$ cat src/verilog/pgp_pkg.sv
// pgp_pkg: constants, register map and carrier types for the three-pin gpio
// assumes a 32-bit axi4-lite register bus and a 20 MHz system clock
package pgp_pkg;
    localparam int NUM_PINS = 3;
    localparam int CLK_HZ = 20000000;
    // debounce time in milliseconds, as specified
    localparam int DEBOUNCE_MS = 30;
    localparam int DEBOUNCE_CYC = (CLK_HZ / 1000) * DEBOUNCE_MS;
    // dedicated debounce oscillator is modelled as a tick divider
    localparam int DBOSC_DIV = 20;

    localparam logic [7:0] OFS_CFG0 = 8'h00;
    localparam logic [7:0] OFS_CFG1 = 8'h04;
    localparam logic [7:0] OFS_CFG2 = 8'h08;
    localparam logic [7:0] OFS_INT = 8'h0C;
    localparam logic [7:0] OFS_MASK = 8'h10;
    localparam logic [7:0] OFS_CHG = 8'h14;

    // pin config fields
    localparam int B_DIR = 0;
    localparam int B_DI = 1;
    localparam int B_DRV = 2;
    localparam int B_DO = 3;
    localparam int B_DBEN = 4;
    localparam int B_ALT = 5;
    localparam logic [5:0] CFG_RST = 6'h01;
    // interrupt layout: rise events bits 0..2, fall events bits 3..5
    localparam int B_FALL = 3;
    localparam logic [5:0] MASK_RST = 6'h3F;
    // charger control fields
    localparam int B_SOFTWARE_INPUT_SUSPEND = 0;
    localparam int B_FUSM = 1;
    localparam logic [1:0] CHG_RST = 2'h2;

    localparam logic [1:0] RESP_OKAY = 2'h0;
    localparam logic [1:0] RESP_SLVERR = 2'h2;

    typedef struct packed {
        logic alt;
        logic dben;
        logic dout;
        logic drv;
        logic dir;
    } pgp_cfg_s;

    typedef enum logic [1:0] {
        PGP_RD_IDLE = 2'b00,
        PGP_RD_RESP = 2'b01
    } pgp_rd_e;
endpackage : pgp_pkg

$ cat src/verilog/pgp_debounce.sv
// pgp_debounce: one-pin stability filter on aclk, timed by a slow tick
// assumes tick is a one-cycle pulse from the debounce oscillator divider
`timescale 1ns/10ps
module pgp_debounce #(
    parameter int TICKS = pgp_pkg::DEBOUNCE_CYC / pgp_pkg::DBOSC_DIV
) (
    input wire logic aclk,
    input wire logic aresetn,
    input wire logic tick,
    input wire logic din,
    output logic dout_ff
);
    logic [19:0] cnt_ff;
    logic [19:0] nxt_cnt;

    always_comb begin
        nxt_cnt = cnt_ff;
        if (din == dout_ff) begin
            nxt_cnt = 20'h00000;
        end else if (tick) begin
            nxt_cnt = cnt_ff + 20'h00001;
        end
    end

    // level must hold stable for the whole interval before it passes
    always_ff @(posedge aclk) begin
        if (!aresetn) begin
            cnt_ff <= 20'h00000;
            dout_ff <= 1'b0;
        end else if (nxt_cnt >= 20'(TICKS)) begin
            cnt_ff <= 20'h00000;
            dout_ff <= din;
        end else begin
            cnt_ff <= nxt_cnt;
        end
    end
endmodule : pgp_debounce

$ cat src/verilog/pgp_gpio.sv
// pgp_gpio: three configurable pins with edge interrupts and alt functions
// assumes pins are synchronous to aclk; the pad resolves oe/out externally
//
// The AXI4-Lite slave port and the placing of the registers were chosen for this implementation.
`timescale 1ns/10ps
// What this block does
// RULE_01: direction bit clear makes the pin output, set makes it input
// RULE_02: drive type 1 gives push-pull, 0 gives open-drain low only
// RULE_03: input level status follows the pin even when it is output
// RULE_04: optional 30 ms debounce per pin; bypassed when disabled
// RULE_05: debounce timed from its own oscillator tick
// RULE_06: separate rising and falling edge events per pin
// RULE_07: rising event reaches interrupt only when its mask is 0
// RULE_08: falling event reaches interrupt only when its mask is 0
// RULE_09: readable alternate bit selects standard or alternate function
// RULE_10: pin 0 alternate is active-high forced suspend, gated by mask
// RULE_11: pin 1 alternate drives buck channel zero voltage scaling select
// RULE_12: pin 2 alternate high turns the charging path off
// RULE_13: input switch off by software suspend, else by unmasked pin 0
// RULE_14: interrupt output low while any unmasked flag is pending
// RULE_15: all interrupt masks are set after reset
// RULE_16: output drives its value bit; open-drain one releases the pin
// RULE_17: flags sticky until cleared; debounced level used when enabled
module pgp_gpio #(
    parameter int NPIN = pgp_pkg::NUM_PINS,
    parameter int DB_TICKS = pgp_pkg::DEBOUNCE_CYC / pgp_pkg::DBOSC_DIV
) (
    input wire logic aclk,
    input wire logic aresetn,
    input wire logic [7:0] s_axi_awaddr,
    input wire logic s_axi_awvalid,
    output logic s_axi_awready,
    input wire logic [31:0] s_axi_wdata,
    input wire logic [3:0] s_axi_wstrb,
    input wire logic s_axi_wvalid,
    output logic s_axi_wready,
    output logic [1:0] s_axi_bresp,
    output logic s_axi_bvalid,
    input wire logic s_axi_bready,
    input wire logic [7:0] s_axi_araddr,
    input wire logic s_axi_arvalid,
    output logic s_axi_arready,
    output logic [31:0] s_axi_rdata,
    output logic [1:0] s_axi_rresp,
    output logic s_axi_rvalid,
    input wire logic s_axi_rready,
    input wire logic [2:0] general_input,
    output logic [2:0] general_output,
    output logic [2:0] pin_oe,
    output logic interrupt_out_n,
    output logic input_switch_on,
    output logic dynamic_voltage_scaling,
    output logic charge_path_disconnect
);
    pgp_pkg::pgp_cfg_s cfg_ff [NPIN];
    logic [5:0] int_ff;
    logic [5:0] mask_ff;
    logic [1:0] chg_ff;
    logic [2:0] lvl_ff;
    logic [2:0] db_lvl;
    logic [2:0] edge_src;
    logic [2:0] prev_ff;
    logic arm_ff; // low for the first edge after reset: no history yet
    logic [5:0] ev;
    logic [4:0] osc_ff;
    logic osc_tick;
    logic [7:0] awaddr_ff;
    logic aw_hold_ff;
    logic [31:0] wdata_ff;
    logic w_hold_ff;
    logic wlane_ff;
    logic wr_go;
    logic [7:0] wr_addr;
    logic [31:0] wr_data;
    logic [5:0] nxt_int;
    logic [5:0] w1c;
    pgp_pkg::pgp_rd_e rd_state_ff;

    function automatic logic [31:0] cfg_word(input pgp_pkg::pgp_cfg_s c,
                                             input logic di);
        logic [31:0] w;
        w = 32'h00000000;
        w[pgp_pkg::B_DIR] = c.dir;
        w[pgp_pkg::B_DI] = di; // RULE_03
        w[pgp_pkg::B_DRV] = c.drv;
        w[pgp_pkg::B_DO] = c.dout;
        w[pgp_pkg::B_DBEN] = c.dben;
        w[pgp_pkg::B_ALT] = c.alt; // RULE_09
        return w;
    endfunction : cfg_word

    // pad levels registered once; also the input status seen by software
    always_ff @(posedge aclk) begin
        if (!aresetn) begin
            lvl_ff <= 3'h0;
        end else begin
            lvl_ff <= general_input; // RULE_03
        end
    end

    // stand-in for the dedicated debounce oscillator: a free tick divider
    always_ff @(posedge aclk) begin
        if (!aresetn) begin
            osc_ff <= 5'h00;
        end else if (osc_ff == 5'(pgp_pkg::DBOSC_DIV - 1)) begin
            osc_ff <= 5'h00; // RULE_05
        end else begin
            osc_ff <= osc_ff + 5'h01;
        end
    end
    assign osc_tick = (osc_ff == 5'(pgp_pkg::DBOSC_DIV - 1));
    genvar gi;
    generate
        for (gi = 0; gi < NPIN; gi++) begin : g_pin
            pgp_debounce #(.TICKS(DB_TICKS)) u_db (
                .aclk(aclk),
                .aresetn(aresetn),
                .tick(osc_tick),
                .din(lvl_ff[gi]),
                .dout_ff(db_lvl[gi])
            ); // RULE_04 RULE_05
            assign edge_src[gi] = cfg_ff[gi].dben ? db_lvl[gi]
                                                  : lvl_ff[gi]; // RULE_17
        end
    endgenerate

    always_ff @(posedge aclk) begin
        if (!aresetn) begin
            prev_ff <= 3'h0;
            arm_ff <= 1'b0;
        end else begin
            arm_ff <= 1'b1;
            prev_ff <= arm_ff ? edge_src : general_input;
        end
    end
    // edges only count in standard input mode
    always_comb begin
        for (int i = 0; i < 3; i++) begin
            ev[i] = edge_src[i] & ~prev_ff[i] & cfg_ff[i].dir
                    & ~cfg_ff[i].alt; // RULE_06
            ev[i + pgp_pkg::B_FALL] = ~edge_src[i] & prev_ff[i]
                    & cfg_ff[i].dir & ~cfg_ff[i].alt; // RULE_06
        end
    end
    // write channel: address and data accepted in either order
    always_ff @(posedge aclk) begin
        if (!aresetn) begin
            aw_hold_ff <= 1'b0;
            awaddr_ff <= 8'h00;
        end else if (s_axi_awvalid && s_axi_awready) begin
            aw_hold_ff <= 1'b1;
            awaddr_ff <= s_axi_awaddr;
        end else if (wr_go) begin
            aw_hold_ff <= 1'b0;
        end
    end
    always_ff @(posedge aclk) begin
        if (!aresetn) begin
            w_hold_ff <= 1'b0;
            wdata_ff <= 32'h00000000;
            wlane_ff <= 1'b0;
        end else if (s_axi_wvalid && s_axi_wready) begin
            w_hold_ff <= 1'b1;
            wdata_ff <= s_axi_wdata;
            wlane_ff <= s_axi_wstrb[0];
        end else if (wr_go) begin
            w_hold_ff <= 1'b0;
        end
    end
    assign wr_go = aw_hold_ff && w_hold_ff && !s_axi_bvalid;
    assign wr_addr = awaddr_ff;
    assign wr_data = wdata_ff;

    always_ff @(posedge aclk) begin
        if (!aresetn) begin
            s_axi_awready <= 1'b0;
            s_axi_wready <= 1'b0;
        end else begin
            s_axi_awready <= !aw_hold_ff && !s_axi_awready
                             && s_axi_awvalid;
            s_axi_wready <= !w_hold_ff && !s_axi_wready && s_axi_wvalid;
        end
    end

    always_ff @(posedge aclk) begin
        if (!aresetn) begin
            s_axi_bvalid <= 1'b0;
            s_axi_bresp <= pgp_pkg::RESP_OKAY;
        end else if (wr_go) begin
            s_axi_bvalid <= 1'b1;
            s_axi_bresp <= (wr_addr > pgp_pkg::OFS_CHG || wr_addr[1:0] != 2'h0)
                           ? pgp_pkg::RESP_SLVERR : pgp_pkg::RESP_OKAY;
        end else if (s_axi_bready) begin
            s_axi_bvalid <= 1'b0;
        end
    end

    // config registers; only lowest byte lane carries fields
    always_ff @(posedge aclk) begin
        if (!aresetn) begin
            for (int i = 0; i < 3; i++) begin
                cfg_ff[i] <= '{dir: pgp_pkg::CFG_RST[pgp_pkg::B_DIR],
                               default: 1'b0};
            end
        end else if (wr_go && wlane_ff) begin
            for (int i = 0; i < 3; i++) begin
                if (wr_addr == pgp_pkg::OFS_CFG0 + 8'(4 * i)) begin
                    cfg_ff[i].dir <= wr_data[pgp_pkg::B_DIR]; // RULE_01
                    cfg_ff[i].drv <= wr_data[pgp_pkg::B_DRV]; // RULE_02
                    cfg_ff[i].dout <= wr_data[pgp_pkg::B_DO]; // RULE_16
                    cfg_ff[i].dben <= wr_data[pgp_pkg::B_DBEN]; // RULE_04
                    cfg_ff[i].alt <= wr_data[pgp_pkg::B_ALT]; // RULE_09
                end
            end
        end
    end

    always_ff @(posedge aclk) begin
        if (!aresetn) begin
            mask_ff <= pgp_pkg::MASK_RST; // RULE_15
            chg_ff <= pgp_pkg::CHG_RST;
        end else if (wr_go && wlane_ff) begin
            if (wr_addr == pgp_pkg::OFS_MASK) begin
                mask_ff <= wr_data[5:0];
            end
            if (wr_addr == pgp_pkg::OFS_CHG) begin
                chg_ff <= wr_data[1:0];
            end
        end
    end

    // write-one-to-clear, but a new event in the same cycle wins
    assign w1c = (wr_go && wlane_ff && wr_addr == pgp_pkg::OFS_INT)
                 ? wr_data[5:0] : 6'h00;
    assign nxt_int = (int_ff & ~w1c) | ev; // RULE_17
    always_ff @(posedge aclk) begin
        if (!aresetn) begin
            int_ff <= 6'h00;
        end else begin
            int_ff <= nxt_int;
        end
    end

    always_ff @(posedge aclk) begin
        if (!aresetn) begin
            interrupt_out_n <= 1'b1;
        end else begin
            interrupt_out_n <= ~|(nxt_int
                                  & ~mask_ff); // RULE_07 RULE_08 RULE_14
        end
    end

    always_ff @(posedge aclk) begin
        if (!aresetn) begin
            rd_state_ff <= pgp_pkg::PGP_RD_IDLE;
            s_axi_arready <= 1'b0;
            s_axi_rvalid <= 1'b0;
            s_axi_rdata <= 32'h00000000;
            s_axi_rresp <= pgp_pkg::RESP_OKAY;
        end else begin
            s_axi_arready <= 1'b0;
            case (rd_state_ff)
                pgp_pkg::PGP_RD_IDLE: begin
                    if (s_axi_arvalid && !s_axi_arready) begin
                        s_axi_arready <= 1'b1;
                        s_axi_rvalid <= 1'b1;
                        rd_state_ff <= pgp_pkg::PGP_RD_RESP;
                        s_axi_rresp <= pgp_pkg::RESP_OKAY;
                        case (s_axi_araddr)
                            pgp_pkg::OFS_CFG0:
                                s_axi_rdata <= cfg_word(cfg_ff[0], lvl_ff[0]);
                            pgp_pkg::OFS_CFG1:
                                s_axi_rdata <= cfg_word(cfg_ff[1], lvl_ff[1]);
                            pgp_pkg::OFS_CFG2:
                                s_axi_rdata <= cfg_word(cfg_ff[2], lvl_ff[2]);
                            pgp_pkg::OFS_INT:
                                s_axi_rdata <= {26'h0000000, int_ff};
                            pgp_pkg::OFS_MASK:
                                s_axi_rdata <= {26'h0000000, mask_ff};
                            pgp_pkg::OFS_CHG:
                                s_axi_rdata <= {30'h00000000, chg_ff};
                            default: begin
                                s_axi_rdata <= 32'h00000000;
                                s_axi_rresp <= pgp_pkg::RESP_SLVERR;
                            end
                        endcase
                    end
                end
                pgp_pkg::PGP_RD_RESP: begin
                    if (s_axi_rready) begin
                        s_axi_rvalid <= 1'b0;
                        rd_state_ff <= pgp_pkg::PGP_RD_IDLE;
                    end
                end
                default: rd_state_ff <= pgp_pkg::PGP_RD_IDLE;
            endcase
        end
    end

    // pad drivers: alternate mode forces the pin to input
    always_ff @(posedge aclk) begin
        if (!aresetn) begin
            general_output <= 3'h0;
            pin_oe <= 3'h0;
        end else begin
            for (int i = 0; i < 3; i++) begin
                if (!cfg_ff[i].dir && !cfg_ff[i].alt) begin // RULE_01
                    if (cfg_ff[i].drv) begin
                        general_output[i] <= cfg_ff[i].dout; // RULE_02
                        pin_oe[i] <= 1'b1;
                    end else begin
                        general_output[i] <= 1'b0; // RULE_16
                        pin_oe[i] <= !cfg_ff[i].dout; // RULE_02
                    end
                end else begin
                    general_output[i] <= 1'b0;
                    pin_oe[i] <= 1'b0;
                end
            end
        end
    end

    // alternate functions act on the raw registered pin level
    always_ff @(posedge aclk) begin
        if (!aresetn) begin
            input_switch_on <= 1'b1;
            dynamic_voltage_scaling <= 1'b0;
            charge_path_disconnect <= 1'b0;
        end else begin
            input_switch_on <= !chg_ff[pgp_pkg::B_SOFTWARE_INPUT_SUSPEND]
                && !(!chg_ff[pgp_pkg::B_FUSM] && cfg_ff[0].alt
                     && lvl_ff[0]); // RULE_10 RULE_13
            dynamic_voltage_scaling <= cfg_ff[1].alt && lvl_ff[1]; // RULE_11
            charge_path_disconnect <= cfg_ff[2].alt && lvl_ff[2]; // RULE_12
        end
    end

    rise_irq_a: assert property (@(posedge aclk) disable iff (!aresetn)
        ev[0] && !mask_ff[0] |=> !interrupt_out_n) // RULE_07
        else $error("unmasked rise event did not raise interrupt");
    fall_irq_a: assert property (@(posedge aclk) disable iff (!aresetn)
        ev[3] && !mask_ff[3] |=> !interrupt_out_n) // RULE_08
        else $error("unmasked fall event did not raise interrupt");
    mask_block_a: assert property (@(posedge aclk) disable iff (!aresetn)
        (&mask_ff) |=> interrupt_out_n) // RULE_14
        else $error("interrupt asserted with all masks set");
    flag_sticky_a: assert property (@(posedge aclk) disable iff (!aresetn)
        int_ff[0] && !w1c[0] |=> int_ff[0]) // RULE_17
        else $error("flag dropped without clear");
    pp_drive_a: assert property (@(posedge aclk) disable iff (!aresetn)
        !cfg_ff[0].dir && !cfg_ff[0].alt && cfg_ff[0].drv
        |=> pin_oe[0] && general_output[0] == $past(cfg_ff[0].dout)) // RULE_02
        else $error("push-pull output not driven");
    od_high_a: assert property (@(posedge aclk) disable iff (!aresetn)
        !cfg_ff[1].dir && !cfg_ff[1].alt && !cfg_ff[1].drv && cfg_ff[1].dout
        |=> !pin_oe[1]) // RULE_16
        else $error("open-drain one not released");
    input_hiz_a: assert property (@(posedge aclk) disable iff (!aresetn)
        cfg_ff[2].dir |=> !pin_oe[2]) // RULE_01
        else $error("input pin driven");
    suspend_a: assert property (@(posedge aclk) disable iff (!aresetn)
        chg_ff[pgp_pkg::B_SOFTWARE_INPUT_SUSPEND] |=> !input_switch_on) // RULE_13
        else $error("switch on while software suspend set");
    disq_a: assert property (@(posedge aclk) disable iff (!aresetn)
        cfg_ff[2].alt && lvl_ff[2] |=> charge_path_disconnect) // RULE_12
        else $error("charge path not cut");
    rise_c: cover property (@(posedge aclk) ev[0] && !mask_ff[0]);
    fall_c: cover property (@(posedge aclk) ev[3]);
    clear_c: cover property (@(posedge aclk) w1c[0] && int_ff[0]);
    fus_c: cover property (@(posedge aclk) !input_switch_on
                           && !chg_ff[pgp_pkg::B_SOFTWARE_INPUT_SUSPEND]);
endmodule : pgp_gpio

$ cat config.mk
export PLATFORM = sky130hd
export DESIGN_NAME = pgp_gpio
export DESIGN_NICKNAME = d
export VERILOG_FILES = /design/src/verilog/pgp_pkg.sv /design/src/verilog/pgp_debounce.sv /design/src/verilog/pgp_gpio.sv
export SDC_FILE = /design/constraint.sdc
export NUM_CORES = 1
export LEC_CHECK = 0
export ABC_CLOCK_PERIOD_IN_PS = 3900
export BUFFER_PORTS_ARGS = -buffer_cell sky130_fd_sc_hd__buf_2
export CORE_UTILIZATION = 40
export DETAILED_ROUTE_END_ITERATION = 10
export MAX_ROUTING_LAYER = met4
export PLACE_DENSITY = 0.69
export SYNTH_ARGS = -nofsm -noshare
export SYNTH_HDL_FRONTEND = slang
export SYNTH_HIERARCHICAL = 1
export SYNTH_SLANG_ARGS = --single-unit
export TNS_END_PERCENT = 100
$ cat constraint.sdc
create_clock -name aclk -period 3.9 [get_ports aclk]
set_input_delay 0.78 -clock aclk [delete_from_list [all_inputs] [get_ports aclk]]
set_output_delay 0.78 -clock aclk [all_outputs]
set_load 0.01 [all_outputs]
* After elaboration in Yosys (flattened, before gate mapping) *
Memories as Yosys holds them, arrays and structs flattened.
Index checks and enable logic that the tools add are counted.

cells by class
  multiplexer cells = 58
  add/subtract/negate cells = 4
  magnitude comparators = 4
  bitwise gates (word level) = 48
  reduce and logical (&&, ||, !) cells = 65
  eq/ne operators = 17

operators by type and width
  operator               number
  $mux 20                6
  $add 20x1->20 const B  3
  $ge 20x15->1 const B   3
  $mux 1                 43
  $pmux 6 s6             1
  $eq 8x4->1 const B     4
  $eq 8x5->1 const B     4
  $logic_and 1x1->1      19
  $logic_not 1->1        19
  $and 1x1->1            18
  $eq 8x3->1 const B     2
  $logic_not 8->1        2
  $reduce_and 2->1       8
  $or 1x1->1             15
  $and 6x6->6            2
  $not 6->6              2
  $reduce_and 3->1       4
  $reduce_or 6->1        2
  $not 1->1              10
  $reduce_bool 2->1      5
  $gt 8x5->1 const B     1
  $mux 2                 4
  $reduce_or 2->1        4
  $mux 6                 1
  other kinds (11)       14

storage, ports and cells
  bits in writable memories = 15
  logic and storage cells = 234
  output and inout bits = 51
  memories = 1
  input port bits = 62
  flip-flop bits (word level) = 159

memory list
  memory  depth  bits a word  read ports  clocked after Yosys merged registers in  write ports  line            source
  cfg_ff  3      5            3           0                                        3            pgp_gpio.sv:55  pgp_pkg::pgp_cfg_s cfg_ff [NPIN];

* Logic depth before layout (Yosys ltp) *
Gate-level depths: netlist of the first run.

  depth in word-level cells = 11
  mapped depth = 13
  mapped depth without buffers = 10

* By module *
Netlist of the first run, hierarchy kept.

by module, submodules not included
  module        times used  area an instance (um^2)  sequential area each (um^2)  cells an instance
  pgp_gpio      1           3639.7                   1771.7                       373
  pgp_debounce  3           1159.9                   420.4                        132

* Worst setup path before layout of the first run *
OpenSTA, ideal clock, no wires.

  path type = register to register
  start point = reg osc_ff[0]
  end point = reg g_pin[0].u_db.cnt_ff[14]
  stages on the path, launching flop included = 14
  path slack = 1.262 ns
  library setup time = 0.115 ns
  buffers on the path = 3
  arrival time = 2.523 ns
  required time = 3.785 ns
  period minus slack after synthesis = 2.638 ns
  cell sequence = dfxtp_1 > ha_1 > nand4b_1 > inv_1 > buf_2 > nand4_1 > or2_1 > clkbuf_1 > or3_1 > a21oi_1 > o22ai_1 > nand4_2 > buf_6 > nor2_2

on the way
  longest elaborated chain between the ends = 5

RTL lines
  item                              line                source
  from (decl)                       pgp_gpio.sv:65      logic [4:0] osc_ff;
  from (signal assigned)            pgp_gpio.sv:108     osc_ff <= osc_ff + 5'h01;
  $eq 5x5->1 *                      pgp_gpio.sv:111     assign osc_tick = (osc_ff == 5'(pgp_pkg::DBOSC_DIV - 1));
  named net osc_tick                pgp_gpio.sv:66      logic osc_tick;
  $mux 20 *                         pgp_debounce.sv:20  end else if (tick) begin
  $mux 20 *                         pgp_debounce.sv:18  if (din == dout_ff) begin
  $ge 20x15->1                      pgp_debounce.sv:30  end else if (nxt_cnt >= 20'(TICKS)) begin
  $reduce_or 2->1 (no source line)  n/a
  to (signal assigned)              pgp_debounce.sv:34  cnt_ff <= nxt_cnt;
  to (decl)                         pgp_debounce.sv:13  logic [19:0] cnt_ff;

The timed path passes the listed nets; every way through them passes the cells marked *.
A chain may end at the register's enable or synchronous reset.

* Worst setup path in the final report of the first run *
  start point = reg osc_ff[0]
  end point = reg g_pin[0].u_db.cnt_ff[6]

The elaborated chain is that of the path after synthesis.

==> qor.yml, run 1 <==
clock_sinks: 144
hold_path.class: "register to register"
min_period_ps: 3200
final_nets: 897
r2r_cells: 10
crit_chain: "ha_1 > nand4b_1 > inv_1 > nand4_1 > or2_1 > o21ai_0 > a21oi_1 > o22ai_1 > nand4_2 > a21oi_1"
synth_area_leader_cell: "dfxtp_1"
finalSetupTns_ps: 0
grt_pass1_vias: 5125
dp_slack_ps: 720
wirelength_um: 14300
fp.dieW_um: 135
tightest_slew_ps: 684
cp-end-kind: "register"
cts_made_buffers: 17
synth_cell_types: 61
critical-path-max-stage-delay_ps: 490
fp.dieH_um: 135
critPathCapture: "g_pin[0].u_db/cnt_ff[6]$_SDFF_PP0_"
power.leakage_nw: 2.83
critPathArrivalTime_ps: 3540
ys.warnings.count: 6
slew_headroom: 0.540
cp-start-kind: "register"
ir_drop_uv: 314
utilization: 0.466
min-delay-start: "osc_ff[0]$_SDFF_PP0_"
syn_to_final_growth_pct: 13.6
portBuffers: 55
fp-row-count: 48
synth_area_leaders: "dfxtp_1 (36%), edfxtp_1 (6.3%), nand2_1 (4.2%)"
routabilityCongestion: 0.828
htree_num_levels: 4
drtIter0Drc: 320
setup_ws_ps: 700
r2r_setup_slack_ps: 700
dpl_cell_area_um2: 7510
fin_crit_sh: 0.821
drc: 0
grtUsageMet3: 0.0542
synth_adder_area_share: 0.00703
met2_usage: 0.265
syn-cell-area_um2: 7120
antenna_found_initial: 1
avgSynthCellArea_um2: 9.26
grt_overflow: 0
grt_max_degree: 33
cp.required_ps: 4240
grt.busiest_layer: "met2"
path_max_fanout: 13
dr.pass1.iters: 5
core_um2: 17400
detailed_place_hpwl_um: 10300
report.final.slew_viol_count: 0
crit_path_frequent_cell: "a21oi_1"
io_pins: 113
path_clk_slew_ps: 60
dr_total_vias: 5512
ctsResizeCount: 0
synth_edf_count: 15
routedWlPerCell_um: 13.4
fmaxAchievable_mhz: 312
stdcell_area_um2: 8090
synth_compound_area_frac: 0.130
synth-seq-area-share: 0.426
synthMuxAreaShare: 0.0415
ant_nets: 0
start_util: 0.410
status: "finished clean"
cts_root_buf: "clkbuf_16"
clk_latency_ps: 430
drive_above_1_share: 0.184
syn_inst: 769
synth_top_area_share: 0.363
worst_clock_skew_ps: 5.54
synth_top_family_by_area: "simple AND/OR/NAND/NOR gates"
grt_setup_unrepaired: "no"
path_class: "register to register"
power.density_nw_per_um2: 412
crit_slowest_cell: "nand4_2"
viasPerCell: 5.15
clock_path_buffers: 2
fillers: 1645
r2r-end: "g_pin[0].u_db/cnt_ff[6]$_SDFF_PP0_"
hold_viol_final: 0
worstReg2RegStart: "osc_ff[0]$_SDFF_PP0_"
die-area_um2: 18300
placed_cells: 1037
cts_tree: "yes"
synthFlopType: "dfxtp_1"
yosys.area_share.simple: 0.276
grt_pass1_wl_um: 24300
multi_input_area_um2: 3780
cp-startpoint: "osc_ff[0]$_SDFF_PP0_"
ys_async_sr_fraction: 0
seqCellArea_um2: 3030
power.total_mw: 3.33
cts_hold_buffers: 0
cap_violations: 0
final_cells: 1070
synthXorXnorAreaFrac: 0.0541
grt_use_total: 0.174
ys_ff_latch: 144
setup_viol: 0
timing.hold.ws_ps: 452
gr-usage-met1: 0.214
cts_setup_buffers: 0
-- cells by family (layout without fill, tap and decap cells) --
group	Yosys count	in the layout
other	4	44
multiplexers	22	22
AND/OR/NAND/NOR	343	343
XOR/XNOR	44	44
flip-flops	144	144
adder cells (fa/ha/maj)	4	4
AO/OA/AOI/OAI	131	131
buffers and inverters	77	113
-- flip-flops by register name, summed over array words and instances (netlist names), 2 cells and up --
| signal | cells |
|---|---|
| int_ff | 6 |
| wdata_ff | 6 |
| awaddr_ff | 8 |
| cfg_ff | 15 |
| s_axi_rdata | 6 |
| general_output | 3 |
| prev_ff | 3 |
| lvl_ff | 3 |
| g_pin.u_db/cnt_ff | 60 |
| chg_ff | 2 |
| mask_ff | 6 |
| osc_ff | 5 |
| pin_oe | 3 |
| g_pin.u_db/dout_ff | 3 |
-- cells in the mapped netlist (16+ instances only) --
master    instances
dfxtp_1         129
nand2_1          79
nor2_1           42
nand3_1          36
nor2_2           33
o21ai_0          32
buf_4            28
xor2_1           24
a21boi_0         22
a21oi_1          20
nor3_1           20
xnor2_1          20
clkbuf_1         18
nand4_1          18
inv_1            17
mux2i_1          16
-- worst min-delay path by stage --
stage,depth (start not counted),end
finish,1,osc_ff[0]$_SDFF_PP0_
global placement,1,osc_ff[0]$_SDFF_PP0_
floorplan,1,osc_ff[0]$_SDFF_PP0_
CTS,1,osc_ff[0]$_SDFF_PP0_
detailed placement,1,osc_ff[0]$_SDFF_PP0_
global route,1,osc_ff[0]$_SDFF_PP0_
-- power breakdown --
| part | leakage [nW] | switching, mW | internal [mW] |
|---|---|---|---|
| combinational | 1.36 | 0.0883 | 0.0680 |
| sequential | 1.20 | 0.0410 | 1.53 |
| clock | 0.274 | 0.602 | 0.999 |
-- layout make-up --
cell class,instances,share of cell area
repair buffers,64,0.0424
well taps,225,0.0348
multi-input cells,587,0.468
inverters,17,0.00789
diodes,1,0.000309
flip-flops and latches,144,0.375
clock inverters,11,0.0173
clock buffers,21,0.0544
-- cell usage in the layout (no fill, tap or decap), types with 7 or more instances in the layout --
cell type / n
a21boi_0: 22
a21oi_1: 20
and2_1: 13
and3_1: 9
buf_2: 55
buf_4: 9
clkbuf_16: 17
conb_1: 43
dfxtp_1: 129
edfxtp_1: 15
inv_1: 17
mux2i_1: 16
nand2_1: 79
nand2b_1: 8
nand3_1: 36
nand4_1: 18
nand4b_1: 8
nor2_1: 42
nor2_2: 33
nor2b_1: 15
nor3_1: 20
nor4_1: 9
nor4b_1: 7
o21ai_0: 32
o31a_1: 10
or3_1: 9
xnor2_1: 20
xor2_1: 24
-- worst max-delay path: cells and delay by family (launching register included) --
| family | cells | cell delay, ps |
|---|---|---|
| flops | 1 | 350 |
| fa+ha+maj | 1 | 240 |
| buf+inv | 1 | 300 |
| compound gates | 4 | 960 |
| simple gates | 4 | 1260 |
-- routing by layer --
layer / vias up / wire length, µm
li1: 2815 / -
met1: 2556 / 6800
met2: 125 / 6510
met3: 16 / 823
met4: 0 / 187
met5: - / 0
(Power assumes the default switching activity.)
==> inputs of run 2 (changes only) <==
--- a/config.mk
+++ b/config.mk
@@ -5,12 +5,13 @@
 export SDC_FILE = /design/constraint.sdc
 export NUM_CORES = 1
 export LEC_CHECK = 0
-export ABC_CLOCK_PERIOD_IN_PS = 3900
+export ABC_AREA = 1
+export ABC_CLOCK_PERIOD_IN_PS = 3000
 export BUFFER_PORTS_ARGS = -buffer_cell sky130_fd_sc_hd__buf_2
 export CORE_UTILIZATION = 40
 export DETAILED_ROUTE_END_ITERATION = 10
 export MAX_ROUTING_LAYER = met4
-export PLACE_DENSITY = 0.69
+export PLACE_DENSITY = 0.68
 export SYNTH_ARGS = -nofsm -noshare
 export SYNTH_HDL_FRONTEND = slang
 export SYNTH_HIERARCHICAL = 1
==> constraint.sdc (replaced) <==
create_clock -name aclk -period 3 [get_ports aclk]
set_input_delay 0.6 -clock aclk [delete_from_list [all_inputs] [get_ports aclk]]
set_output_delay 0.6 -clock aclk [all_outputs]
set_load 0.01 [all_outputs]
==> run 2 against run 1 <==
  * The flow now finishes with violations (DRC)
  * Maximum frequency is 22% higher
  * Clock skew grew 7.2 ps
  * Synthesized area increased by 5.0%
  * Register-to-register slack worse by 330 ps
  * Wire length grew 14%
  * Via count rose by 19%
  * Critical path depth rose by 9
  * Synthesized cell count increased by 38%
  * Worst setup slack worse by 330 ps
  * Largest cell class unchanged
  * Largest power group is now registers
==> qor.yml, run 2 <==
cp-startpoint: "osc_ff[0]$_SDFF_PP0_"
fp-row-count: 49
status: "complete, but fails checks"
cts_hold_buffers: 0
critPathArrivalTime_ps: 2990
die-area_um2: 19200
slew_headroom: 0.511
syn_inst: 1062
clk_latency_ps: 430
worst_clock_skew_ps: 12.7
synthTopCellsByCount: "nand2_1 (244), nor2_1 (134), inv_1 (133), dfxtp_1 (129), nand3_1 (113)"
worstReg2RegStart: "osc_ff[0]$_SDFF_PP0_"
dr.pass1.iters: 8
cp-start-kind: "register"
crit_chain: "ha_1 > inv_1 > nor2_1 > inv_1 > nor3_1 > buf_4 > nand2_1 > nor2_2 > buf_4 > nand3_1 > nand3_1 > nand2_1 > inv_1 > nand2_1 > nand3_1 > nand2_1 > nand2_2 > nand3_4 > nor2_1"
cts_made_buffers: 17
failed_checks: "DRC"
synthFlopType: "dfxtp_1"
hold_path.class: "input pin to register"
fp.dieW_um: 139
min_period_ps: 2630
core_um2: 18100
final_nets: 1203
r2r_setup_slack_ps: 370
grt_pass1_wl_um: 27600
cts_root_buf: "clkbuf_16"
viasPerCell: 4.77
portBuffers: 55
regMostFlops: "g_pin.u_db/cnt_ff"
ctsResizeCount: 0
antenna_found_initial: 0
setup_viol: 0
path_clk_slew_ps: 70
reg.largest.list: "g_pin.u_db/cnt_ff (60), cfg_ff (15), awaddr_ff (8)"
synth_area_leader_cell: "dfxtp_1"
clock_path_buffers: 2
power.leakage_nw: 3.74
power.density_nw_per_um2: 538
clock_sinks: 144
synth_top_area_share: 0.346
crit_slowest_cell: "dfxtp_1"
ant_nets: 0
syn-cell-area_um2: 7470
critical-path-max-stage-delay_ps: 350
htree_num_levels: 4
hold_viol_final: 0
ys_ff_latch: 144
drc: 11
grt_use_total: 0.185
final_cell_mix: "nand2_1 (244), nor2_1 (134), inv_1 (133)"
power.total_mw: 4.57
cts_setup_buffers: 0
finalSetupTns_ps: 0
synth_area_leaders: "dfxtp_1 (35%), nand2_1 (12%), nand3_1 (7.6%)"
path_class: "register to register"
final_common_cell: "nand2_1"
crit_family: "simple AND/OR/NAND/NOR gates"
min-delay-start: "general_input[2]"
ys.warnings.count: 6
io_pins: 113
dr_total_vias: 6580
yosysMostFrequentCell: "nand2_1"
cap_violations: 0
syn_to_final_growth_pct: 13.6
cp-end-kind: "register"
fmaxAchievable_mhz: 380
start_util: 0.412
tightest_slew_ps: 732
grt_setup_unrepaired: "no"
ys_async_sr_fraction: 0
fin_crit_sh: 0.877
crit_buf_inv: 5
diodes: 0
synth_edf_count: 15
cp.required_ps: 3360
crit_path_frequent_cell: "nand2_1"
synth-seq-area-share: 0.406
report.final.slew_viol_count: 0
synth_cell_types: 40
ir_drop_uv: 427
grt_overflow: 0
grt_pass1_vias: 5835
routabilityCongestion: 0.894
largest_register_ffs: 60
drive_above_1_share: 0.164
cts_tree: "yes"
avgSynthCellArea_um2: 7.04
fp.dieH_um: 139
drtIter0Drc: 463
detailed_place_hpwl_um: 12400
grt_max_degree: 31
path_max_fanout: 16
wirelength_um: 16300
routedWlPerCell_um: 11.8
[run 2: cell families after synthesis]
| kind of cell | Yosys count | synth area share |
|---|---|---|
| adders and majority gates | 4 | 0.00670 |
| AOI/OAI and AO/OA | 109 | 0.0829 |
| and+or+nand+nor | 607 | 0.379 |
| DFF | 144 | 0.406 |
| other | 4 | 0.00201 |
| buffers and inverters | 189 | 0.115 |
| xor gates and xnor gates | 5 | 0.00888 |
[run 2: path summary, 6_finish.rpt]
| kind | cells past startpoint | to |
|---|---|---|
| max | 19 | g_pin[1].u_db/cnt_ff[12]$_SDFF_PP0_ |
| min | 3 | lvl_ff[2]$_SDFF_PN0_ |
| max reg2reg | 19 | g_pin[1].u_db/cnt_ff[12]$_SDFF_PP0_ |
| min reg2reg | 1 | s_axi_awready$_SDFF_PN0_ |
[run 2: power by group]
group	switching (mW)	internal (mW)	total [mW]
Clock	0.896	1.11	2.00
Combinational	0.348	0.161	0.509
Sequential	0.0505	2.00	2.05
Total	1.29	3.27	4.57
[run 2: cell type report]
type                       instances  area (µm²)
fill                            1830        9660
multi-input combinational        768        3730
sequential                       144        3030
clock inverter                    14         124
inverter                         141         529
tap                              229         287
clock buffer                      18         439
timing repair buffer              65         350
[run 2: worst reg2reg max path, cell delays in order (launching register included)]
cell and delay [ps]:
dfxtp_1 350, ha_1 180, inv_1 60, nor2_1 80
inv_1 60, nor3_1 130, buf_4 240, nand2_1 110
nor2_2 120, buf_4 180, nand3_1 80, nand3_1 140
nand2_1 60, inv_1 60, nand2_1 60, nand3_1 70
nand2_1 70, nand2_2 120, nand3_4 220, nor2_1 160
[run 2: per-stage QoR]
step	util	std cells	worst slack (ps)	instance area, µm²	hold slack (ps)
after floorplan	-	1101	78.3	7620	418
after global placement	0.437	1347	449	7930	425
after detailed placement	0.437	1347	378	7930	428
after CTS	0.468	1379	356	8490	348
after global routing	0.468	1379	4.64	8490	365
final	0.468	1379	369	8490	364
[run 2: routing by layer]
| metal | global-route usage | vias up | part of all wire |
|---|---|---|---|
| li1 | - | 3483 | - |
| met1 | 0.232 | 2932 | 0.47 |
| met2 | 0.292 | 151 | 0.46 |
| met3 | 0.0435 | 14 | 0.052 |
| met4 | 0.0591 | 0 | 0.012 |
| met5 | - | - | 0 |
==> inputs of run 3 (changes only) <==
--- a/config.mk
+++ b/config.mk
@@ -8,6 +8,7 @@
 export ABC_AREA = 1
 export ABC_CLOCK_PERIOD_IN_PS = 3000
 export BUFFER_PORTS_ARGS = -buffer_cell sky130_fd_sc_hd__buf_2
+export CORE_ASPECT_RATIO = 1.4
 export CORE_UTILIZATION = 40
 export DETAILED_ROUTE_END_ITERATION = 10
 export MAX_ROUTING_LAYER = met4
==> run 3 against run 2 <==
  * The run now ends clean
  * Sequential cell count did not move
  * First-iteration DRC count fell by 40%
  * Sequential share of layout area fell by 0.34 points
  * Wire length fell by 3.9%
  * Global-route usage fell by 0.59 points
  * Hold slack improved by 7.3 ps
  * Power rose by 3.6%
  * Non-clock buffer count rose by 1
  * Worst setup slack got worse by 63 ps
  * Combinational power fell by 2%
  * Sequential power barely moved
  * Critical path type unchanged
  * Critical endpoint is now g_pin[0].u_db/cnt_ff[1]$_SDFF_PP0_
==> qor.yml, run 3 (synthesis gave the netlist of run 2 again) <==
antenna_found_initial: 0
cts_tree: "yes"
reg.largest.list: "g_pin.u_db/cnt_ff (60), cfg_ff (15), awaddr_ff (8)"
cp-start-kind: "register"
io_pins: 113
cts_hold_buffers: 0
power.leakage_nw: 3.77
largest_register_ffs: 60
viasPerCell: 4.68
syn_to_final_growth_pct: 14.7
grt_use_total: 0.179
final_common_cell: "nand2_1"
fp.dieH_um: 164
slew_headroom: 0.516
ir_drop_uv: 368
utilization: 0.472
crit_slowest_cell: "dfxtp_1"
fmaxAchievable_mhz: 371
cp.required_ps: 3350
r2r_cells: 19
status: "finished clean"
ant_nets: 0
cp-end-kind: "register"
clk_latency_ps: 420
hold_viol_final: 0
fp.dieW_um: 118
drtIter0Drc: 277
routabilityCongestion: 0.911
cts_setup_buffers: 0
cap_violations: 0
critPathArrivalTime_ps: 3050
grt_max_degree: 29
hold_path.class: "input pin to register"
ctsResizeCount: 0
grt_setup_unrepaired: "no"
min_delay_worst_endpoint: "s_axi_rvalid$_SDFFE_PN0P_"
worstReg2RegStart: "osc_ff[0]$_SDFF_PP0_"
grt_overflow: 0
die-area_um2: 19200
portBuffers: 55
path_class: "register to register"
dr_total_vias: 6514
report.final.slew_viol_count: 0
critical-path-max-stage-delay_ps: 360
core_um2: 18100
clock_sinks: 144
setup_viol: 0
fillers: 1908
path_clk_slew_ps: 60
htree_num_levels: 4
drive_above_1_share: 0.166
crit_chain: "ha_1 > inv_1 > nor2_1 > inv_1 > nor3_1 > buf_4 > nand2_1 > nor2_2 > buf_4 > nand3_1 > nand3_1 > nand2_1 > inv_1 > nand2_1 > nand3_1 > nand2_1 > nand2_2 > nand3_4 > nor2_2"
cts_made_buffers: 17
worst_clock_skew_ps: 8.27
fin_crit_sh: 0.898
path_max_fanout: 16
drc: 0
min_period_ps: 2690
fp-row-count: 58
clock_path_buffers: 2
dr.pass1.iters: 4
regMostFlops: "g_pin.u_db/cnt_ff"
worstHoldPathCells: 2
start_util: 0.412
crit_path_frequent_cell: "nand2_1"
power.density_nw_per_um2: 552
grt_pass1_wl_um: 26700
final_cell_mix: "nand2_1 (244), inv_1 (133), nor2_1 (133)"
final_nets: 1204
min-delay-start: "s_axi_rready"
grt_pass1_vias: 6126
finalSetupTns_ps: 0
wirelength_um: 15700
diodes: 0
tightest_slew_ps: 725
detailed_place_hpwl_um: 12000
cts_root_buf: "clkbuf_16"
r2r_setup_slack_ps: 310
routedWlPerCell_um: 11.3
r2r-end: "g_pin[0].u_db/cnt_ff[1]$_SDFF_PP0_"
==> run 3: cell count changes in the layout (fill, tap and decap cells not counted), sizes merged <==
cell and delta:
inv +3, bufinv +2, clkinv -2, clkinvlp -2, buf +1, clkbuf -1
==> run 3: report_power, final <==
part           internal, mW  total, mW  leakage (nW)  switching (mW)
Sequential             2.00       2.05          1.20          0.0492
Clock                  1.27       2.18         0.304           0.906
Combinational         0.162      0.501          2.27           0.339
==> run 3: worst max-delay path by stage <==
stage                         start                                  end  slack, ps  cells past startpoint
2_1_floorplan  osc_ff[0]$_SDFF_PP0_   g_pin[0].u_db/cnt_ff[2]$_SDFF_PP0_         80                     15
3_3_place_gp   osc_ff[0]$_SDFF_PP0_  g_pin[1].u_db/cnt_ff[11]$_SDFF_PP0_        330                     19
3_5_place_dp   osc_ff[0]$_SDFF_PP0_  g_pin[1].u_db/cnt_ff[13]$_SDFF_PP0_        300                     19
4_1_cts        osc_ff[0]$_SDFF_PP0_  g_pin[1].u_db/cnt_ff[12]$_SDFF_PP0_        260                     16
5_1_grt        osc_ff[0]$_SDFF_PP0_   g_pin[0].u_db/cnt_ff[1]$_SDFF_PP0_         20                     19
6_report       osc_ff[0]$_SDFF_PP0_   g_pin[0].u_db/cnt_ff[1]$_SDFF_PP0_        310                     19
==> run 3: critical path, delay by kind of cell, from the launching register on <==
family                     cells  cell delay (ps)
and+or+nand+nor               13             1500
buffers and inverters          5              600
DFF                            1              360
adders and majority gates      1              180
==> run 3: layer usage <==
metal,track usage,vias up,share of wire
li1,-,3483,-
met2,0.324,107,0.52
met3,0.0278,36,0.026
met1,0.181,2888,0.42
met4,0.110,0,0.036
met5,-,-,0
==> run 3: per-stage QoR <==
stage | worst slack (ps) | hold slack [ps] | area (µm²) | std cells | power, mW
final | 306 | 371 | 8570 | 1391 | 4.73
after global routing | 15.1 | 369 | 8570 | 1391 | 4.94
after CTS | 260 | 352 | 8560 | 1391 | 4.79
after detailed placement | 295 | 433 | 7950 | 1359 | 2.60
after global placement | 333 | 425 | 7950 | 1359 | 2.60
after floorplan | 78.3 | 418 | 7620 | 1101 | 2.51
==> run 3: layout make-up <==
type | instances | area [µm²] | share of cell area
multi-input combinational | 768 | 3730 | 0.436
sequential | 144 | 3030 | 0.354
inverter | 141 | 529 | 0.0617
clock buffer | 17 | 425 | 0.0496
timing repair buffer | 66 | 358 | 0.0417
tap | 240 | 300 | 0.0350
clock inverter | 15 | 191 | 0.0223
